[src/lfc_pkg.sv]
package lfc_pkg;
  // Register byte addresses
  localparam logic [7:0] ADDR_CONFIG = 8'h00;
  localparam logic [7:0] ADDR_STATUS = 8'h04;
  localparam logic [7:0] ADDR_CONTROL = 8'h08;
  localparam logic [7:0] ADDR_ERROR = 8'h0c;
  localparam logic [7:0] ADDR_RXDATA = 8'h10;

  // Control register field positions
  localparam int unsigned CTL_STOP = 7;
  localparam int unsigned CTL_SLEEP = 6;
  localparam int unsigned CTL_DIR = 5;
  localparam int unsigned CTL_DATA_REQUEST_ACKNOWLEDGE = 4;
  localparam int unsigned CTL_CLR_INT = 3;
  localparam int unsigned CTL_CLR_ERR = 2;
  localparam int unsigned CTL_WUP = 1;
  localparam int unsigned CTL_START = 0;

  // Status register field positions
  localparam int unsigned STS_SLEEPING = 0;
  localparam int unsigned STS_IGNORING = 1;
  localparam int unsigned STS_ERROR = 2;
  localparam int unsigned STS_INT = 3;
  localparam int unsigned STS_BUSY = 4;
  localparam int unsigned STS_RXAVAIL = 5;

  localparam int unsigned CFG_MASTER = 0;
  localparam int unsigned RXD_VALID = 8;

  localparam logic [7:0] CTL_RESET = 8'h00;
  localparam int unsigned ERR_W = 4;
  localparam int unsigned FIFO_DEPTH = 2;

  // Wakeup drive time on the bus
  localparam int unsigned WAKE_TIME_US = 250;
  localparam int unsigned CLK_MHZ = 100;
  localparam int unsigned WAKE_CYCLES = WAKE_TIME_US * CLK_MHZ;

  // Events from the frame engine, same clock
  typedef struct packed {
    logic frame_done;
    logic frame_error;
    logic sync_break;
    logic sleep_frame;
    logic idle_timeout;
    logic wakeup;
    logic data_request;
    logic [ERR_W-1:0] error_code;
  } lfc_event_t;

  typedef struct packed {
    logic valid;
    logic [7:0] data;
  } lfc_byte_t;
endpackage : lfc_pkg

[src/lfc_byte_fifo.sv]
`timescale 1ns/10ps
module lfc_byte_fifo (
  // Clock and reset
  input wire logic clk_in,
  input wire logic reset_n_in,
  // Filling side
  input wire logic in_valid_in,
  input wire logic [7:0] in_data_in,
  output logic in_ready_out,
  // Draining side
  output logic out_valid_out,
  output logic [7:0] out_data_out,
  input wire logic out_ready_in
);
  typedef struct packed {
    logic [lfc_pkg::FIFO_DEPTH-1:0][7:0] mem;
    logic wptr;
    logic rptr;
    logic [1:0] count;
  } lfc_fifo_t;

  lfc_fifo_t st_reg;
  lfc_fifo_t st_next;
  logic push;
  logic pop;

  assign in_ready_out = (st_reg.count != 2'(lfc_pkg::FIFO_DEPTH));
  assign out_valid_out = (st_reg.count != 2'd0);
  assign out_data_out = st_reg.mem[st_reg.rptr];
  assign push = in_valid_in && in_ready_out;
  assign pop = out_valid_out && out_ready_in;

  always_comb begin
    st_next = st_reg;
    if (push) begin
      st_next.mem[st_reg.wptr] = in_data_in;
      st_next.wptr = ~st_reg.wptr;
    end
    if (pop) begin
      st_next.rptr = ~st_reg.rptr;
    end
    if (push && !pop) begin
      st_next.count = st_reg.count + 2'd1;
    end else if (pop && !push) begin
      st_next.count = st_reg.count - 2'd1;
    end
  end

  always_ff @(posedge clk_in or negedge reset_n_in) begin
    if (!reset_n_in) begin
      st_reg <= '0;
    end else begin
      st_reg <= st_next;
    end
  end
endmodule : lfc_byte_fifo

[src/lfc_frame_control.sv]
`timescale 1ns/10ps
//Contract
// - Slave stop bit ignores traffic until break
// - Stop and clear bits: write-one only, read zero
// - Slave sleep set: sleep on frame or timeout
// - Slave sleep clear: resume on wakeup event
// - Direction bit: zero receive, one transmit
// - Data acknowledge bit clears itself
// - Clear-interrupt bit clears bus interrupt flag
// - Clear-error bit clears all error indications
// - Wakeup request drives wakeup, then self-clears
// - Master start bit begins frame transmission
// - Start bit clears on completion or error
module lfc_frame_control #(
  parameter int unsigned WAKE_CYCLES = lfc_pkg::WAKE_CYCLES
) (
  // Clock and reset
  input wire logic clk_in,
  input wire logic reset_n_in,
  // APB slave
  input wire logic psel_in,
  input wire logic penable_in,
  input wire logic pwrite_in,
  input wire logic [7:0] paddr_in,
  input wire logic [31:0] pwdata_in,
  output logic [31:0] prdata_out,
  output logic pready_out,
  output logic pslverr_out,
  // Frame engine events and received bytes
  input wire lfc_pkg::lfc_event_t event_in,
  input wire lfc_pkg::lfc_byte_t rx_byte_in,
  output logic rx_ready_out,
  // Frame engine control
  output logic start_frame_out,
  output logic frame_direction_select_out,
  output logic data_request_acknowledge_out,
  output logic wakeup_drive_out,
  output logic sleeping_out,
  output logic ignoring_out
);
  typedef struct packed {
    logic master_mode;
    logic sleep;
    logic dir;
    logic data_request_acknowledge;
    logic wakeup_request;
    logic start_request;
    logic sleeping;
    logic ignoring;
    logic int_flag;
    logic err_flag;
    logic [lfc_pkg::ERR_W-1:0] err_bits;
    logic start_pulse;
    logic [31:0] prdata;
    logic pslverr;
  } lfc_ctl_t;

  lfc_ctl_t st_reg;
  lfc_ctl_t st_next;

  logic setup;
  logic wr;
  logic rd;
  logic [7:0] wb;
  logic ctl_wr;
  logic fifo_valid;
  logic [7:0] fifo_data;
  logic fifo_pop;
  logic fifo_in_valid;
  logic wake_busy;
  logic wake_done;
  logic wake_start;
  logic ev_done;
  logic ev_req;
  logic ev_sleep;

  function automatic logic hit(input logic [7:0] a, input logic [7:0] r);
    hit = (a == r);
  endfunction : hit

  function automatic logic mapped(input logic [7:0] a);
    mapped = hit(a, lfc_pkg::ADDR_CONFIG) || hit(a, lfc_pkg::ADDR_STATUS) ||
             hit(a, lfc_pkg::ADDR_CONTROL) || hit(a, lfc_pkg::ADDR_ERROR) ||
             hit(a, lfc_pkg::ADDR_RXDATA);
  endfunction : mapped

  // Zero wait state: read data is captured in the setup cycle
  assign setup = psel_in && !penable_in;
  assign wr = psel_in && penable_in && pwrite_in;
  assign rd = psel_in && penable_in && !pwrite_in;
  assign wb = pwdata_in[7:0];
  assign ctl_wr = wr && hit(paddr_in, lfc_pkg::ADDR_CONTROL);
  assign pready_out = 1'b1;
  assign prdata_out = st_reg.prdata;
  assign pslverr_out = st_reg.pslverr && psel_in && penable_in;

  // Bytes and done, request and sleep-frame events are dropped while ignoring; error, wakeup and timeout events still pass
  assign ev_done = event_in.frame_done && !st_reg.ignoring;
  assign ev_req = event_in.data_request && !st_reg.ignoring;
  assign ev_sleep = (event_in.sleep_frame && !st_reg.ignoring) || event_in.idle_timeout;
  assign fifo_in_valid = rx_byte_in.valid && !st_reg.ignoring;
  assign fifo_pop = rd && hit(paddr_in, lfc_pkg::ADDR_RXDATA) && fifo_valid;

  lfc_byte_fifo u_rx_fifo (
    .clk_in(clk_in),
    .reset_n_in(reset_n_in),
    .in_valid_in(fifo_in_valid),
    .in_data_in(rx_byte_in.data),
    .in_ready_out(rx_ready_out),
    .out_valid_out(fifo_valid),
    .out_data_out(fifo_data),
    .out_ready_in(fifo_pop)
  );

  assign wake_start = st_reg.wakeup_request && !wake_busy && !wake_done;

  lfc_pulse_timer #(
    .CYCLES(WAKE_CYCLES)
  ) u_wake_timer (
    .clk_in(clk_in),
    .reset_n_in(reset_n_in),
    .start_in(wake_start),
    .busy_out(wake_busy),
    .done_out(wake_done)
  );

  always_comb begin
    st_next = st_reg;
    st_next.start_pulse = 1'b0;
    // Hardware clear first, so a software set in the same cycle wins, except a start write while start_request is still set
    st_next.data_request_acknowledge = 1'b0;
    if (wake_done) begin
      st_next.wakeup_request = 1'b0;
    end
    if (event_in.frame_done || event_in.frame_error) begin
      st_next.start_request = 1'b0;
    end
    if (event_in.sync_break) begin
      st_next.ignoring = 1'b0;
    end
    if (!st_reg.master_mode && st_reg.sleep && ev_sleep) begin
      st_next.sleeping = 1'b1;
    end
    if (!st_reg.master_mode && !st_reg.sleep && event_in.wakeup) begin
      st_next.sleeping = 1'b0;
    end
    if (ctl_wr && wb[lfc_pkg::CTL_CLR_INT]) begin
      st_next.int_flag = 1'b0;
    end
    if (ctl_wr && wb[lfc_pkg::CTL_CLR_ERR]) begin
      st_next.err_flag = 1'b0;
      st_next.err_bits = '0;
    end
    if (ev_done || event_in.frame_error || ev_req || event_in.wakeup) begin
      st_next.int_flag = 1'b1;
    end
    if (event_in.frame_error) begin
      st_next.err_flag = 1'b1;
      st_next.err_bits = st_next.err_bits | event_in.error_code;
    end
    if (wr && hit(paddr_in, lfc_pkg::ADDR_CONFIG)) begin
      st_next.master_mode = pwdata_in[lfc_pkg::CFG_MASTER];
    end
    if (ctl_wr) begin
      st_next.sleep = wb[lfc_pkg::CTL_SLEEP];
      st_next.dir = wb[lfc_pkg::CTL_DIR];
      if (wb[lfc_pkg::CTL_STOP] && !st_reg.master_mode) begin
        st_next.ignoring = 1'b1;
      end
      if (wb[lfc_pkg::CTL_DATA_REQUEST_ACKNOWLEDGE] && !st_reg.master_mode) begin
        st_next.data_request_acknowledge = 1'b1;
      end
      if (wb[lfc_pkg::CTL_WUP]) begin
        st_next.wakeup_request = 1'b1;
        st_next.sleeping = 1'b0;
      end
      if (wb[lfc_pkg::CTL_START] && st_reg.master_mode && !st_reg.start_request) begin
        st_next.start_request = 1'b1;
        st_next.start_pulse = 1'b1;
      end
    end
    if (setup) begin
      st_next.pslverr = !mapped(paddr_in);
      st_next.prdata = 32'h0000_0000;
      case (paddr_in)
        lfc_pkg::ADDR_CONFIG: st_next.prdata[lfc_pkg::CFG_MASTER] = st_reg.master_mode;
        lfc_pkg::ADDR_STATUS: begin
          st_next.prdata[lfc_pkg::STS_SLEEPING] = st_reg.sleeping;
          st_next.prdata[lfc_pkg::STS_IGNORING] = st_reg.ignoring;
          st_next.prdata[lfc_pkg::STS_ERROR] = st_reg.err_flag;
          st_next.prdata[lfc_pkg::STS_INT] = st_reg.int_flag;
          st_next.prdata[lfc_pkg::STS_BUSY] = st_reg.start_request;
          st_next.prdata[lfc_pkg::STS_RXAVAIL] = fifo_valid;
        end
        lfc_pkg::ADDR_CONTROL: begin
          // Stop and both clear bits always read back as zero
          st_next.prdata[lfc_pkg::CTL_SLEEP] = st_reg.sleep;
          st_next.prdata[lfc_pkg::CTL_DIR] = st_reg.dir;
          st_next.prdata[lfc_pkg::CTL_DATA_REQUEST_ACKNOWLEDGE] = st_reg.data_request_acknowledge;
          st_next.prdata[lfc_pkg::CTL_WUP] = st_reg.wakeup_request;
          st_next.prdata[lfc_pkg::CTL_START] = st_reg.start_request;
        end
        lfc_pkg::ADDR_ERROR: st_next.prdata[lfc_pkg::ERR_W-1:0] = st_reg.err_bits;
        lfc_pkg::ADDR_RXDATA: begin
          // Empty buffer reads as zero, not as a stale byte
          st_next.prdata[7:0] = fifo_valid ? fifo_data : 8'h00;
          st_next.prdata[lfc_pkg::RXD_VALID] = fifo_valid;
        end
        default: st_next.prdata = 32'h0000_0000;
      endcase
    end
  end

  always_ff @(posedge clk_in or negedge reset_n_in) begin
    if (!reset_n_in) begin
      st_reg <= '0;
    end else begin
      st_reg <= st_next;
    end
  end

  assign start_frame_out = st_reg.start_pulse;
  assign frame_direction_select_out = st_reg.dir;
  assign data_request_acknowledge_out = st_reg.data_request_acknowledge;
  assign wakeup_drive_out = wake_busy;
  assign sleeping_out = st_reg.sleeping;
  assign ignoring_out = st_reg.ignoring;

  a_ctl_reads_zero: assert property (@(posedge clk_in) disable iff (!reset_n_in)
    (setup && hit(paddr_in, lfc_pkg::ADDR_CONTROL)) |=>
      (prdata_out[lfc_pkg::CTL_STOP] == 1'b0 && prdata_out[lfc_pkg::CTL_CLR_INT] == 1'b0 &&
       prdata_out[lfc_pkg::CTL_CLR_ERR] == 1'b0))
    else $error("write-only control bits read as one");

  a_ignore_holds: assert property (@(posedge clk_in) disable iff (!reset_n_in)
    (ignoring_out && !event_in.sync_break) |=> ignoring_out)
    else $error("traffic resumed before a break");

  a_stop_sets: assert property (@(posedge clk_in) disable iff (!reset_n_in)
    (ctl_wr && wb[lfc_pkg::CTL_STOP] && !st_reg.master_mode) |=> ignoring_out)
    else $error("stop write did not block traffic");

  a_ignore_drops: assert property (@(posedge clk_in) disable iff (!reset_n_in)
    (ignoring_out && rx_byte_in.valid) |-> !fifo_in_valid)
    else $error("byte accepted while ignoring traffic");

  a_sleep_entry: assert property (@(posedge clk_in) disable iff (!reset_n_in)
    (!st_reg.master_mode && st_reg.sleep && event_in.idle_timeout && !ctl_wr) |=> sleeping_out)
    else $error("no sleep after idle timeout");

  a_wake_resume: assert property (@(posedge clk_in) disable iff (!reset_n_in)
    (!st_reg.master_mode && !st_reg.sleep && event_in.wakeup) |=> !sleeping_out)
    else $error("still asleep after wakeup");

  a_dir_follows: assert property (@(posedge clk_in) disable iff (!reset_n_in)
    ctl_wr |=> (frame_direction_select_out == $past(wb[lfc_pkg::CTL_DIR])))
    else $error("direction does not follow write");

  a_data_request_acknowledge_clears: assert property (@(posedge clk_in) disable iff (!reset_n_in)
    (data_request_acknowledge_out && !ctl_wr) |=> !data_request_acknowledge_out)
    else $error("acknowledge bit did not clear");

  a_int_clear: assert property (@(posedge clk_in) disable iff (!reset_n_in)
    (ctl_wr && wb[lfc_pkg::CTL_CLR_INT] && !event_in.frame_error && !ev_done &&
     !ev_req && !event_in.wakeup) |=> !st_reg.int_flag)
    else $error("interrupt flag not cleared");

  a_err_clear: assert property (@(posedge clk_in) disable iff (!reset_n_in)
    (ctl_wr && wb[lfc_pkg::CTL_CLR_ERR] && !event_in.frame_error) |=>
      (!st_reg.err_flag && st_reg.err_bits == '0))
    else $error("error indications not cleared");

  a_wake_drive: assert property (@(posedge clk_in) disable iff (!reset_n_in)
    (ctl_wr && wb[lfc_pkg::CTL_WUP] && !st_reg.wakeup_request && !wake_busy) |=>
      (!sleeping_out ##1 wakeup_drive_out))
    else $error("wakeup not driven after request");

  a_start_pulse: assert property (@(posedge clk_in) disable iff (!reset_n_in)
    (ctl_wr && wb[lfc_pkg::CTL_START] && st_reg.master_mode && !st_reg.start_request) |=>
      (start_frame_out && st_reg.start_request) ##1 !start_frame_out)
    else $error("start request did not launch a frame");

  a_start_clear: assert property (@(posedge clk_in) disable iff (!reset_n_in)
    ((event_in.frame_done || event_in.frame_error) && !ctl_wr) |=> !st_reg.start_request)
    else $error("start bit kept after frame end");

  a_start_refused: assert property (@(posedge clk_in) disable iff (!reset_n_in)
    (ctl_wr && wb[lfc_pkg::CTL_START] && (!st_reg.master_mode || st_reg.start_request)) |=> !start_frame_out)
    else $error("refused start request launched a frame");

  a_wake_clears: assert property (@(posedge clk_in) disable iff (!reset_n_in)
    (wake_done && !(ctl_wr && wb[lfc_pkg::CTL_WUP])) |=> !st_reg.wakeup_request)
    else $error("wakeup request kept after drive ended");

  a_data_request_acknowledge_slave: assert property (@(posedge clk_in) disable iff (!reset_n_in)
    (ctl_wr && wb[lfc_pkg::CTL_DATA_REQUEST_ACKNOWLEDGE] && !st_reg.master_mode) |=> data_request_acknowledge_out)
    else $error("acknowledge write not passed on");

  a_clear_zero_noop: assert property (@(posedge clk_in) disable iff (!reset_n_in)
    (ctl_wr && !wb[lfc_pkg::CTL_CLR_INT] && st_reg.int_flag) |=> st_reg.int_flag)
    else $error("zero write cleared interrupt flag");

  a_sleep_frame: assert property (@(posedge clk_in) disable iff (!reset_n_in)
    (!st_reg.master_mode && st_reg.sleep && event_in.sleep_frame && !ignoring_out &&
     !ctl_wr) |=> sleeping_out)
    else $error("no sleep after sleep frame");
endmodule : lfc_frame_control

[src/lfc_pulse_timer.sv]
`timescale 1ns/10ps
module lfc_pulse_timer #(
  parameter int unsigned CYCLES = lfc_pkg::WAKE_CYCLES
) (
  // Clock and reset
  input wire logic clk_in,
  input wire logic reset_n_in,
  // Control
  input wire logic start_in,
  output logic busy_out,
  output logic done_out
);
  typedef struct packed {
    logic busy;
    logic done;
    logic [15:0] cnt;
  } lfc_timer_t;

  lfc_timer_t st_reg;
  lfc_timer_t st_next;

  always_comb begin
    st_next = st_reg;
    st_next.done = 1'b0;
    if (!st_reg.busy) begin
      if (start_in) begin
        st_next.busy = 1'b1;
        st_next.cnt = 16'(CYCLES - 1);
      end
    end else if (st_reg.cnt == 16'h0000) begin
      st_next.busy = 1'b0;
      st_next.done = 1'b1;
    end else begin
      st_next.cnt = st_reg.cnt - 16'h0001;
    end
  end

  always_ff @(posedge clk_in or negedge reset_n_in) begin
    if (!reset_n_in) begin
      st_reg <= '0;
    end else begin
      st_reg <= st_next;
    end
  end

  assign busy_out = st_reg.busy;
  assign done_out = st_reg.done;
endmodule : lfc_pulse_timer
[config.mk]
export PLATFORM = sky130hd
export DESIGN_NAME = lfc_frame_control
export DESIGN_NICKNAME = d
export VERILOG_FILES = /design/src/lfc_pkg.sv /design/src/lfc_byte_fifo.sv /design/src/lfc_frame_control.sv /design/src/lfc_pulse_timer.sv
export SDC_FILE = /design/constraint.sdc
export NUM_CORES = 1
export LEC_CHECK = 0
export BUFFER_PORTS_ARGS = -buffer_cell sky130_fd_sc_hd__buf_4
export CAP_MARGIN = 10
export CORE_ASPECT_RATIO = 0.8
export CORE_MARGIN = 1.5
export CORE_UTILIZATION = 27
export DETAILED_ROUTE_END_ITERATION = 10
export PLACE_DENSITY = 0.5
export SLEW_MARGIN = 5
export SYNTH_ARGS = -nofsm -noshare
export SYNTH_HDL_FRONTEND = slang
export SYNTH_HIERARCHICAL = 1
export SYNTH_SLANG_ARGS = --single-unit
[constraint.sdc]
create_clock -name clk_in -period 2.51 [get_ports clk_in]
set_clock_uncertainty 0.05 [all_clocks]
set_input_delay 0.502 -clock clk_in [delete_from_list [all_inputs] [get_ports clk_in]]
set_output_delay 0.502 -clock clk_in [all_outputs]
set_load 0.05 [all_outputs]
==> results of run 1 <==
[cell type report]
cell class | count | area, um2
fillers | 1348 | 8440
multi-input cells | 231 | 1670
flip-flops and latches | 63 | 1580
repair buffers | 64 | 480
clock buffers | 10 | 239
well taps | 175 | 219
clock inverters | 6 | 108
inverters | 10 | 40.0
[worst paths after layout]
kind                                                to  slack [ps]  cells past startpoint
min in group clk_in                         st_reg[39]         320                      2
worst min register to register           prdata_out[7]         410                      2
worst max register to register  u_wake_timer/st_reg[0]         190                      8
worst max-delay path            u_wake_timer/st_reg[0]         190                      8
max in group asynchronous       u_wake_timer/st_reg[5]        1660                      1
worst min-delay path              u_rx_fifo/st_reg[11]         200                      1
[logic make-up (layout without fill, tap and decap cells)]
group	after synthesis	count (layout)	share of synthesized area, %
compound gates	56	56	10.8
mux	36	36	13.0
other cells	2	24	0.213
buf+inv	54	90	10.1
fa+ha+maj	2	2	0.711
simple gates	105	105	18.5
flops	63	63	44.8
xor+xnor	8	8	1.99
[layer usage]
metal | track usage [%] | up-vias
li1 | - | 1225
met3 | 4.10 | 11
met2 | 18.2 | 47
met4 | 3.06 | 0
met5 | 0 | -
met1 | 17.1 | 1229
[power breakdown]
group | switching, mW | total (mW) | internal, mW | leakage, nW
sequential | 0.103 | 1.29 | 1.19 | 0.734
combinational | 0.381 | 0.804 | 0.423 | 1.01
clock | 0.446 | 1.44 | 0.992 | 0.168
total | 0.930 | 3.53 | 2.60 | 1.91
[cells in the final DEF, fill, tap and decap left out, types with 3 or more instances in the layout]
cell and n:
dfrtp_1 63, nand2b_1 5, clkbuf_16 9, mux2_4 16, o31ai_1 3, mux2_2 13
nand2_1 25, inv_1 9, a22o_1 4, xor2_1 6, a21oi_1 8, a211oi_1 3
o21ai_0 15, bufinv_16 3, nor4_1 4, o2111ai_1 3, mux2i_1 7, conb_1 24
nor2_1 20, nor3_1 8, nor4_4 3, nand3_1 7, nor3b_1 3, buf_4 64
a31oi_1 3, nor2b_1 4
[cell usage after synthesis (3+ instances only)]
master     count  area share, %
a22o_1         4           0.99
a31oi_1        3           0.53
nor4_1         4           0.71
mux2_4        16            6.8
nor4_4         3            1.8
a21oi_1        8            1.1
buf_4         33            7.0
a211oi_1       3           0.64
xor2_1         6            1.5
nand3_1        7           0.99
clkbuf_1       4           0.43
nand2_1       25            2.7
mux2_2        13            4.2
dfrtp_1       63             45
nor3b_1        3           0.64
o2111ai_1      3           0.75
buf_6          3           0.96
nor3_1         8            1.1
o31ai_1        3           0.64
nor2_1        20            2.1
o21ai_0       15            2.1
inv_1          9           0.96
nor2b_1        4           0.71
mux2i_1        7            2.0
nand2b_1       5           0.89
[through the flow]
stage,worst slack (ps),cell area [um2],power [mW],cells,hold WS (ps)
after floorplan,303,3600,1.96,348,156
after global placement,97.5,3990,2.11,543,404
after detailed placement,34.5,3990,2.12,543,409
after CTS,162,4340,3.58,559,252
after global routing,83.1,4340,3.70,559,276
final,186,4340,3.53,559,203
[worst max-delay path, stage by stage, from the launching register on]
cell      delay [ps]
dfrtp_1          410
inv_1             80
ha_1             200
or3b_4           430
nand4b_4         220
or2_1            380
inv_4            130
nor2_1            60
mux2_2           250
==> flow_metrics.tcl, run 1 <==
set metrics [dict create \
    async_flop_share_pct 100 \
    antennaDiodeCount 0 \
    min_period_ps 2320 \
    hpwl_um 5910 \
    ys_types 62 \
    htree_levels 3 \
    status "finished clean" \
    gp_congestion 0.789 \
    arrival_ps 2490 \
    rsz0062_at_grt "false" \
    post_cts.repair.setup_buffers 0 \
    drc 0 \
    dieArea_um2 13700 \
    grt_pass1_wl_um 12800 \
    p_leak_nw 1.91 \
    synth-seq-area-share_pct 44.8 \
    finalNetCount 446 \
    grt_pass1_vias 2472 \
    ir_drop_uv 367 \
    drtIter0Drc 142 \
    synthesis.instances 326 \
    clk_pin_slew_ps 50 \
    hold_buffers 0 \
    clock.fmax_mhz 430 \
    slew_violations 0 \
    chipHeight_um 105 \
    cts-buffers-inserted 9 \
    hold_viol_final 0 \
    ant_nets 0 \
    tightest_slew_ps 809 \
    met1Wirelength_um 3880 \
    clk_latency_ps 330 \
    wl_um 7930 \
    finish.utilization_pct 33.9 \
    ys.flop_type "dfrtp_1" \
    io_pins 106 \
    fin_crit_sh_pct 92.6 \
    area_growth_syn_to_layout_pct 23.1 \
    r2r_start "u_wake_timer/st_reg[0]" \
    largest_register_ffs 20 \
    viasPerCell 4.49 \
    grt_util_all_layers_pct 12.3 \
    topRoutingLayerUsed "met4" \
    hp-class "input port to async pin" \
    root_buffer "clkbuf_16" \
    port_buffers 57 \
    via_count 2512 \
    cellPowerDensity_nw_per_um2 815 \
    dr.pass1.iters 4 \
    wl_met3_um 374 \
    crit_start "u_wake_timer/st_reg[0]" \
    setup_viol 0 \
    worst_setup_path_start_kind "register" \
    rows 37 \
    synth-edff-count 0 \
    required_ps 2670 \
    clock_path_buffers 2 \
    grt_overflow 0 \
    ys_warn_count 6 \
    syn_area_per_cell_um2 10.8 \
    initial_core_util_pct 27.6 \
    max_cap_viol_count 0 \
    wl_per_cell_um 14.2 \
    wl_met2_um 3590 \
    finalSetupTns_ps 0 \
    worstSetupEndpointType "register" \
    antenna_found_initial 0 \
    cts_resized 0 \
    core_area_um2 12800 \
    clkSinkCount 63 \
    critPathMaxFanout 9 \
    synth.cell_area_um2 3520 \
    ys_ff_latch 63 \
    critical_path_class "register to register" \
    cts_tree "built" \
    grt_max_degree 64 \
    drive_gt1_share_pct 32.8 \
    fp.dieW_um 131 \
    slew_headroom_pct 46.0 \
]
Power figures use the tool's default switching activity.
==> run 2: changes to the inputs <==
Settings changed: PLACE_DENSITY 0.5 to 0.51, SETUP_SLACK_MARGIN set to 0.4, SYNTH_HIERARCHICAL 1 to unset.
==> run 2 against run 1 <==
Compared with the run above: sequential power is 16% higher; synthesized cell count is 1.5% higher; power is 15% higher; count of clock-buffer cells in the layout is 1 lower; hold slack better by 2.4 ps; fmax is 6.3% higher; sequential cell count stayed put; largest power group is now sequential cells; highest routed layer unchanged.
==> flow_metrics.tcl, run 2 <==
set metrics [dict create \
    hold_buffers 0 \
    dr.pass1.iters 4 \
    async_flop_share_pct 100 \
    cts-buffers-inserted 9 \
    cts_tree "built" \
    crit_top_cell "buf_4" \
    reg2reg_to "u_wake_timer.st_reg[9]" \
    synth.area.mux_share_pct 9.66 \
    drc 0 \
    tightest_slew_ps 810 \
    clkPwrFrac_pct 35.4 \
    port_buffers 57 \
    grt_pass1_vias 2390 \
    worst_setup_path_start_kind "register" \
    worstSetupEndpointType "register" \
    dpl.cell_count 530 \
    ir_drop_uv 395 \
    ys_ff_latch 63 \
    via_count 2512 \
    final_area_um2 4360 \
    max_cap_viol_count 0 \
    ys.flop_type "dfrtp_1" \
    worst-path-buf-inv 2 \
    antennaDiodeCount 0 \
    finalSetupTns_ps 0 \
    clock_path_buffers 2 \
    netSwitchingFraction_pct 31.5 \
    synthTopCellsByCount "dfrtp_1 (63), buf_4 (34), nand2_1 (29)" \
    initial_core_util_pct 27.6 \
    critPathMaxFanout 5 \
    clock.fmax_mhz 458 \
    final_cells 554 \
    wl_um 7840 \
    htree_levels 3 \
    seq_power_share_pct 36.8 \
    yosys.area.top_type "dfrtp_1" \
    io_pins 106 \
    cpPeakStageDelay_ps 570 \
    viasPerCell 4.53 \
    cellPowerDensity_nw_per_um2 929 \
    crit_family "simple AND/OR/NAND/NOR gates" \
    worst_hold_slack_ps 206 \
    wl_per_cell_um 14.2 \
    synth_xor_area_share_pct 2.87 \
    synth_compound_area_share_pct 13.0 \
    rows 36 \
    ant_nets 0 \
    synth.cell_area_um2 3350 \
    ys_warn_count 0 \
    antenna_found_initial 0 \
    slew_headroom_pct 46.0 \
    gp_congestion 0.794 \
    slew_violations 0 \
    arrival_ps 2390 \
    clk_pin_slew_ps 60 \
    ys_types 54 \
    min_period_ps 2190 \
    fp.dieW_um 128 \
    synthesis.instances 331 \
    core_area_um2 12200 \
    slowest_stage "or4_4" \
    switchingPower_mw 1.27 \
    reg2reg_depth 7 \
    status "finished clean" \
    worstPathCellList "or4_4 > and4bb_4 > a2111oi_4 > buf_4 > buf_4 > a21o_2 > a21oi_1" \
    r2r_slack_ps 320 \
    p_total_mw 4.05 \
    synth-seq-area-share_pct 47.0 \
    fin_crit_sh_pct 87.1 \
    layout_common_cells "buf_4 (74), dfrtp_1 (62), nand2_1 (29), nor2_1 (24), conb_1 (24)" \
    grt_max_degree 64 \
    r2r_start "u_wake_timer.st_reg[7]" \
    grt_util_all_layers_pct 12.2 \
    chipHeight_um 103 \
    layout_commonest_cell "buf_4" \
    hp-class "input port to async pin" \
    clk_latency_ps 330 \
    grt_pass1_wl_um 12300 \
    drive_gt1_share_pct 34.8 \
    placed_area_um2 3880 \
    ys_top_cells_by_area "dfrtp_1 (47%), buf_4 (7.6%), mux2_2 (6.4%), mux2i_1 (3.3%), nand2_1 (3.2%)" \
    worst_slack_ps 324 \
    critical_path_class "register to register" \
    rsz0062_at_grt "true" \
    setup_viol 0 \
    drtIter0Drc 112 \
    root_buffer "clkbuf_16" \
    synth_top_family_by_area "simple AND/OR/NAND/NOR gates" \
    finish.utilization_pct 35.8 \
    p_leak_nw 1.97 \
    place_ws_ps 124 \
    yosysMostFrequentCell "dfrtp_1" \
    dieArea_um2 13100 \
    finalNetCount 464 \
    clkSinkCount 63 \
    required_ps 2710 \
    yosys.area_share.adder_pct 0.746 \
    hold_viol_final 0 \
    largest_register_ffs 20 \
    synthSimpleGateAreaFrac_pct 16.8 \
    p_int_mw 2.77 \
    syn_area_per_cell_um2 10.1 \
    synth_top_area_share_pct 47.0 \
    area_growth_syn_to_layout_pct 29.9 \
    hpwl_um 5790 \
    grt_overflow 0 \
    synth-edff-count 0 \
    comb_power_share_pct 27.7 \
]
[run 2: changes by cell type after synthesis, sizes merged, moves of 4 or more]
cell and change:
clkbuf +4, nand2 +4, mux2 -10, nor4 -6, xnor2 +6, nor2 +6, buf -6, mux2i +4
[run 2: worst max path at each step]
stage,start,endpoint,depth (start not counted)
after floorplan,paddr_in[5],u_rx_fifo.st_reg[1],9
after global placement,paddr_in[5],u_rx_fifo.st_reg[1],9
after detailed placement,paddr_in[5],u_rx_fifo.st_reg[1],9
after CTS,u_wake_timer.st_reg[1],u_wake_timer.st_reg[11],5
after global routing,u_wake_timer.st_reg[1],u_wake_timer.st_reg[11],5
final,u_wake_timer.st_reg[7],u_wake_timer.st_reg[9],7
[run 2: area by class of cell]
type,count,area [um2]
clock buffer,9,225
clock inverter,7,120
fill,1222,7800
inverter,11,41.3
multi-input combinational,237,1640
sequential,63,1580
tap,152,190
timing repair buffer,75,567
[run 2: power by group through the flow]
stage / registers, mW / clock network [mW] / logic, mW
finish: 1.49 / 1.43 / 1.12
global route: 1.54 / 1.52 / 1.24
CTS: 1.49 / 1.47 / 1.07
detailed placement: 1.51 / 0 / 1.02
global placement: 1.50 / 0 / 1.00
floorplan: 1.47 / 0 / 0.790
[run 2: cells by family after synthesis]
family | Yosys count
simple gates | 108
other cells | 2
xor+xnor | 11
fa+ha+maj | 2
compound gates | 62
mux | 30
buf+inv | 53
flops | 63
[run 2: per-layer routing]
layer	global-route usage (%)	vias up	part of all wire, %
met5	0	-	0
met4	5.45	0	1.4
met3	2.65	8	4.2
met2	18.1	64	44
met1	17.2	1193	50
li1	-	1247	-
[run 2: what timing repair did]
action,CTS,global route
endpoints found under the setup margin,12,14
resized for setup,6,8
buffers inserted,5,3
pin swaps,4,7
==> run 3: changes to the inputs <==
Settings changed: PLACE_DENSITY 0.51 to 0.5.
==> run 3 against run 2 <==
Compared with the run above: worst setup slack gained 18 ps; register-to-register slack improved by 20 ps; routed wire length grew 6.5%; combinational power is 8% higher; fmax is 0.82% higher; final cell count rose by 2.0%; core utilization up 0.41 points; sequential share of layout area is 0.41 points lower.
==> flow_metrics.tcl, run 3 (synthesized netlist as in run 2, its figures left out) <==
set metrics [dict create \
    finalSetupTns_ps 0 \
    hold_viol_final 0 \
    port_buffers 57 \
    dr.pass1.iters 4 \
    layout_common_cells "buf_4 (84), dfrtp_1 (62), nand2_1 (29), nor2_1 (24), conb_1 (24)" \
    largest_register_ffs 20 \
    root_buffer "clkbuf_16" \
    viasPerCell 4.59 \
    drtIter0Drc 106 \
    clkSinkCount 63 \
    critPathMaxFanout 4 \
    cts-buffers-inserted 9 \
    cellPowerDensity_nw_per_um2 897 \
    layout_commonest_cell "buf_4" \
    critical_path_class "register to register" \
    grt_util_all_layers_pct 12.9 \
    crit_start "u_wake_timer.st_reg[0]" \
    clk_latency_ps 340 \
    area_growth_syn_to_layout_pct 31.4 \
    reg2reg_depth 5 \
    fp.dieW_um 128 \
    fin_crit_sh_pct 86.4 \
    dieArea_um2 13100 \
    setup_viol 0 \
    gp_congestion 0.807 \
    required_ps 2730 \
    p_leak_nw 2.00 \
    slew_violations 0 \
    ant_nets 0 \
    cts_tree "built" \
    clock_path_buffers 2 \
    ir_drop_uv 356 \
    wl_um 8350 \
    clock.fmax_mhz 461 \
    finish.utilization_pct 36.2 \
    slew_headroom_pct 46.0 \
    clk_pin_slew_ps 60 \
    initial_core_util_pct 27.6 \
    min_period_ps 2170 \
    p_total_mw 3.95 \
    worstSetupEndpointType "register" \
    drive_gt1_share_pct 37.0 \
    htree_levels 3 \
    grt_pass1_vias 2499 \
    reg2reg_to "u_wake_timer.st_reg[11]" \
    hold_buffers 0 \
    endpoint "u_wake_timer.st_reg[11]" \
    tightest_slew_ps 809 \
    hpwl_um 5970 \
    placed_area_um2 3890 \
    via_count 2595 \
    r2r_slack_ps 340 \
    final_area_um2 4410 \
    grt_max_degree 64 \
    status "finished clean" \
    antenna_found_initial 0 \
    chipHeight_um 103 \
    rows 36 \
    rsz0062_at_grt "true" \
    finalNetCount 475 \
    io_pins 106 \
    max_cap_viol_count 0 \
    antennaDiodeCount 0 \
    core_area_um2 12200 \
    arrival_ps 2380 \
    grt_overflow 0 \
    worst_setup_path_start_kind "register" \
    fillCellCount 1239 \
    drc 0 \
    r2r_start "u_wake_timer.st_reg[0]" \
    wl_per_cell_um 14.8 \
    hp-class "input port to async pin" \
    grt_pass1_wl_um 12700 \
]
## run 3: changes by cell type in the layout (fill, tap and decap cells not counted), sizes merged
cell and change:
buf +11, bufinv -2, clkbuf +1, clkinv -1, clkinvlp +2
## run 3: worst max-delay path, stage by stage (launching register included)
cell and delay [ps]:
dfrtp_1 400, or3_4 400, or3_4 360, a2111oi_4 340
or3b_4 420, a21oi_2 120
## run 3: worst min-delay path by stage
| stage | endpoint | slack (ps) | from |
|---|---|---|---|
| 2_1_floorplan | data_request_acknowledge_out | 160 | reset_n_in |
| 3_3_place_gp | st_reg[38] | 410 | st_reg[38] |
| 3_5_place_dp | prdata_out[7] | 420 | prdata_out[7] |
| 4_1_cts | u_wake_timer.st_reg[1] | 240 | reset_n_in |
| 5_1_grt | u_wake_timer.st_reg[2] | 260 | reset_n_in |
| 6_report | u_wake_timer.st_reg[2] | 200 | reset_n_in |
## run 3: report_power, final
part | internal [mW] | total, mW | switching, mW
clock network | 0.773 | 1.25 | 0.477
registers | 1.28 | 1.49 | 0.212
logic | 0.580 | 1.21 | 0.631
total | 2.63 | 3.95 | 1.32
## run 3: timing repair
action                     CTS  global route
setup endpoints to repair   13            14
pin swaps                    8            12
resized for setup           11             8
buffers inserted             9             9
## run 3: layout make-up
| cell class | count | area [um2] | area share, % |
|---|---|---|---|
| Tap cell | 152 | 190 | 4.32 |
| Clock inverter | 6 | 70.1 | 1.59 |
| Sequential cell | 63 | 1580 | 35.8 |
| Clock buffer | 10 | 229 | 5.20 |
| Inverter | 11 | 41.3 | 0.937 |
| Timing Repair Buffer | 86 | 653 | 14.8 |
| Multi-Input combinational cell | 237 | 1650 | 37.3 |
## run 3: stage by stage
stage | std cells | worst slack (ps) | hold WS (ps)
3_5_place_dp | 531 | 117 | 423
2_1_floorplan | 353 | 176 | 156
3_3_place_gp | 531 | 124 | 413
6_report | 565 | 342 | 202
4_1_cts | 556 | 360 | 241
5_1_grt | 565 | 258 | 256
## run 3: routing by layer
layer	part of all wire (%)	GRT usage, %	up-vias
met5	0	0	-
met4	1.4	5.10	0
met3	4.9	3.53	10
met2	45	20.1	76
met1	49	17.1	1244
li1	-	-	1265
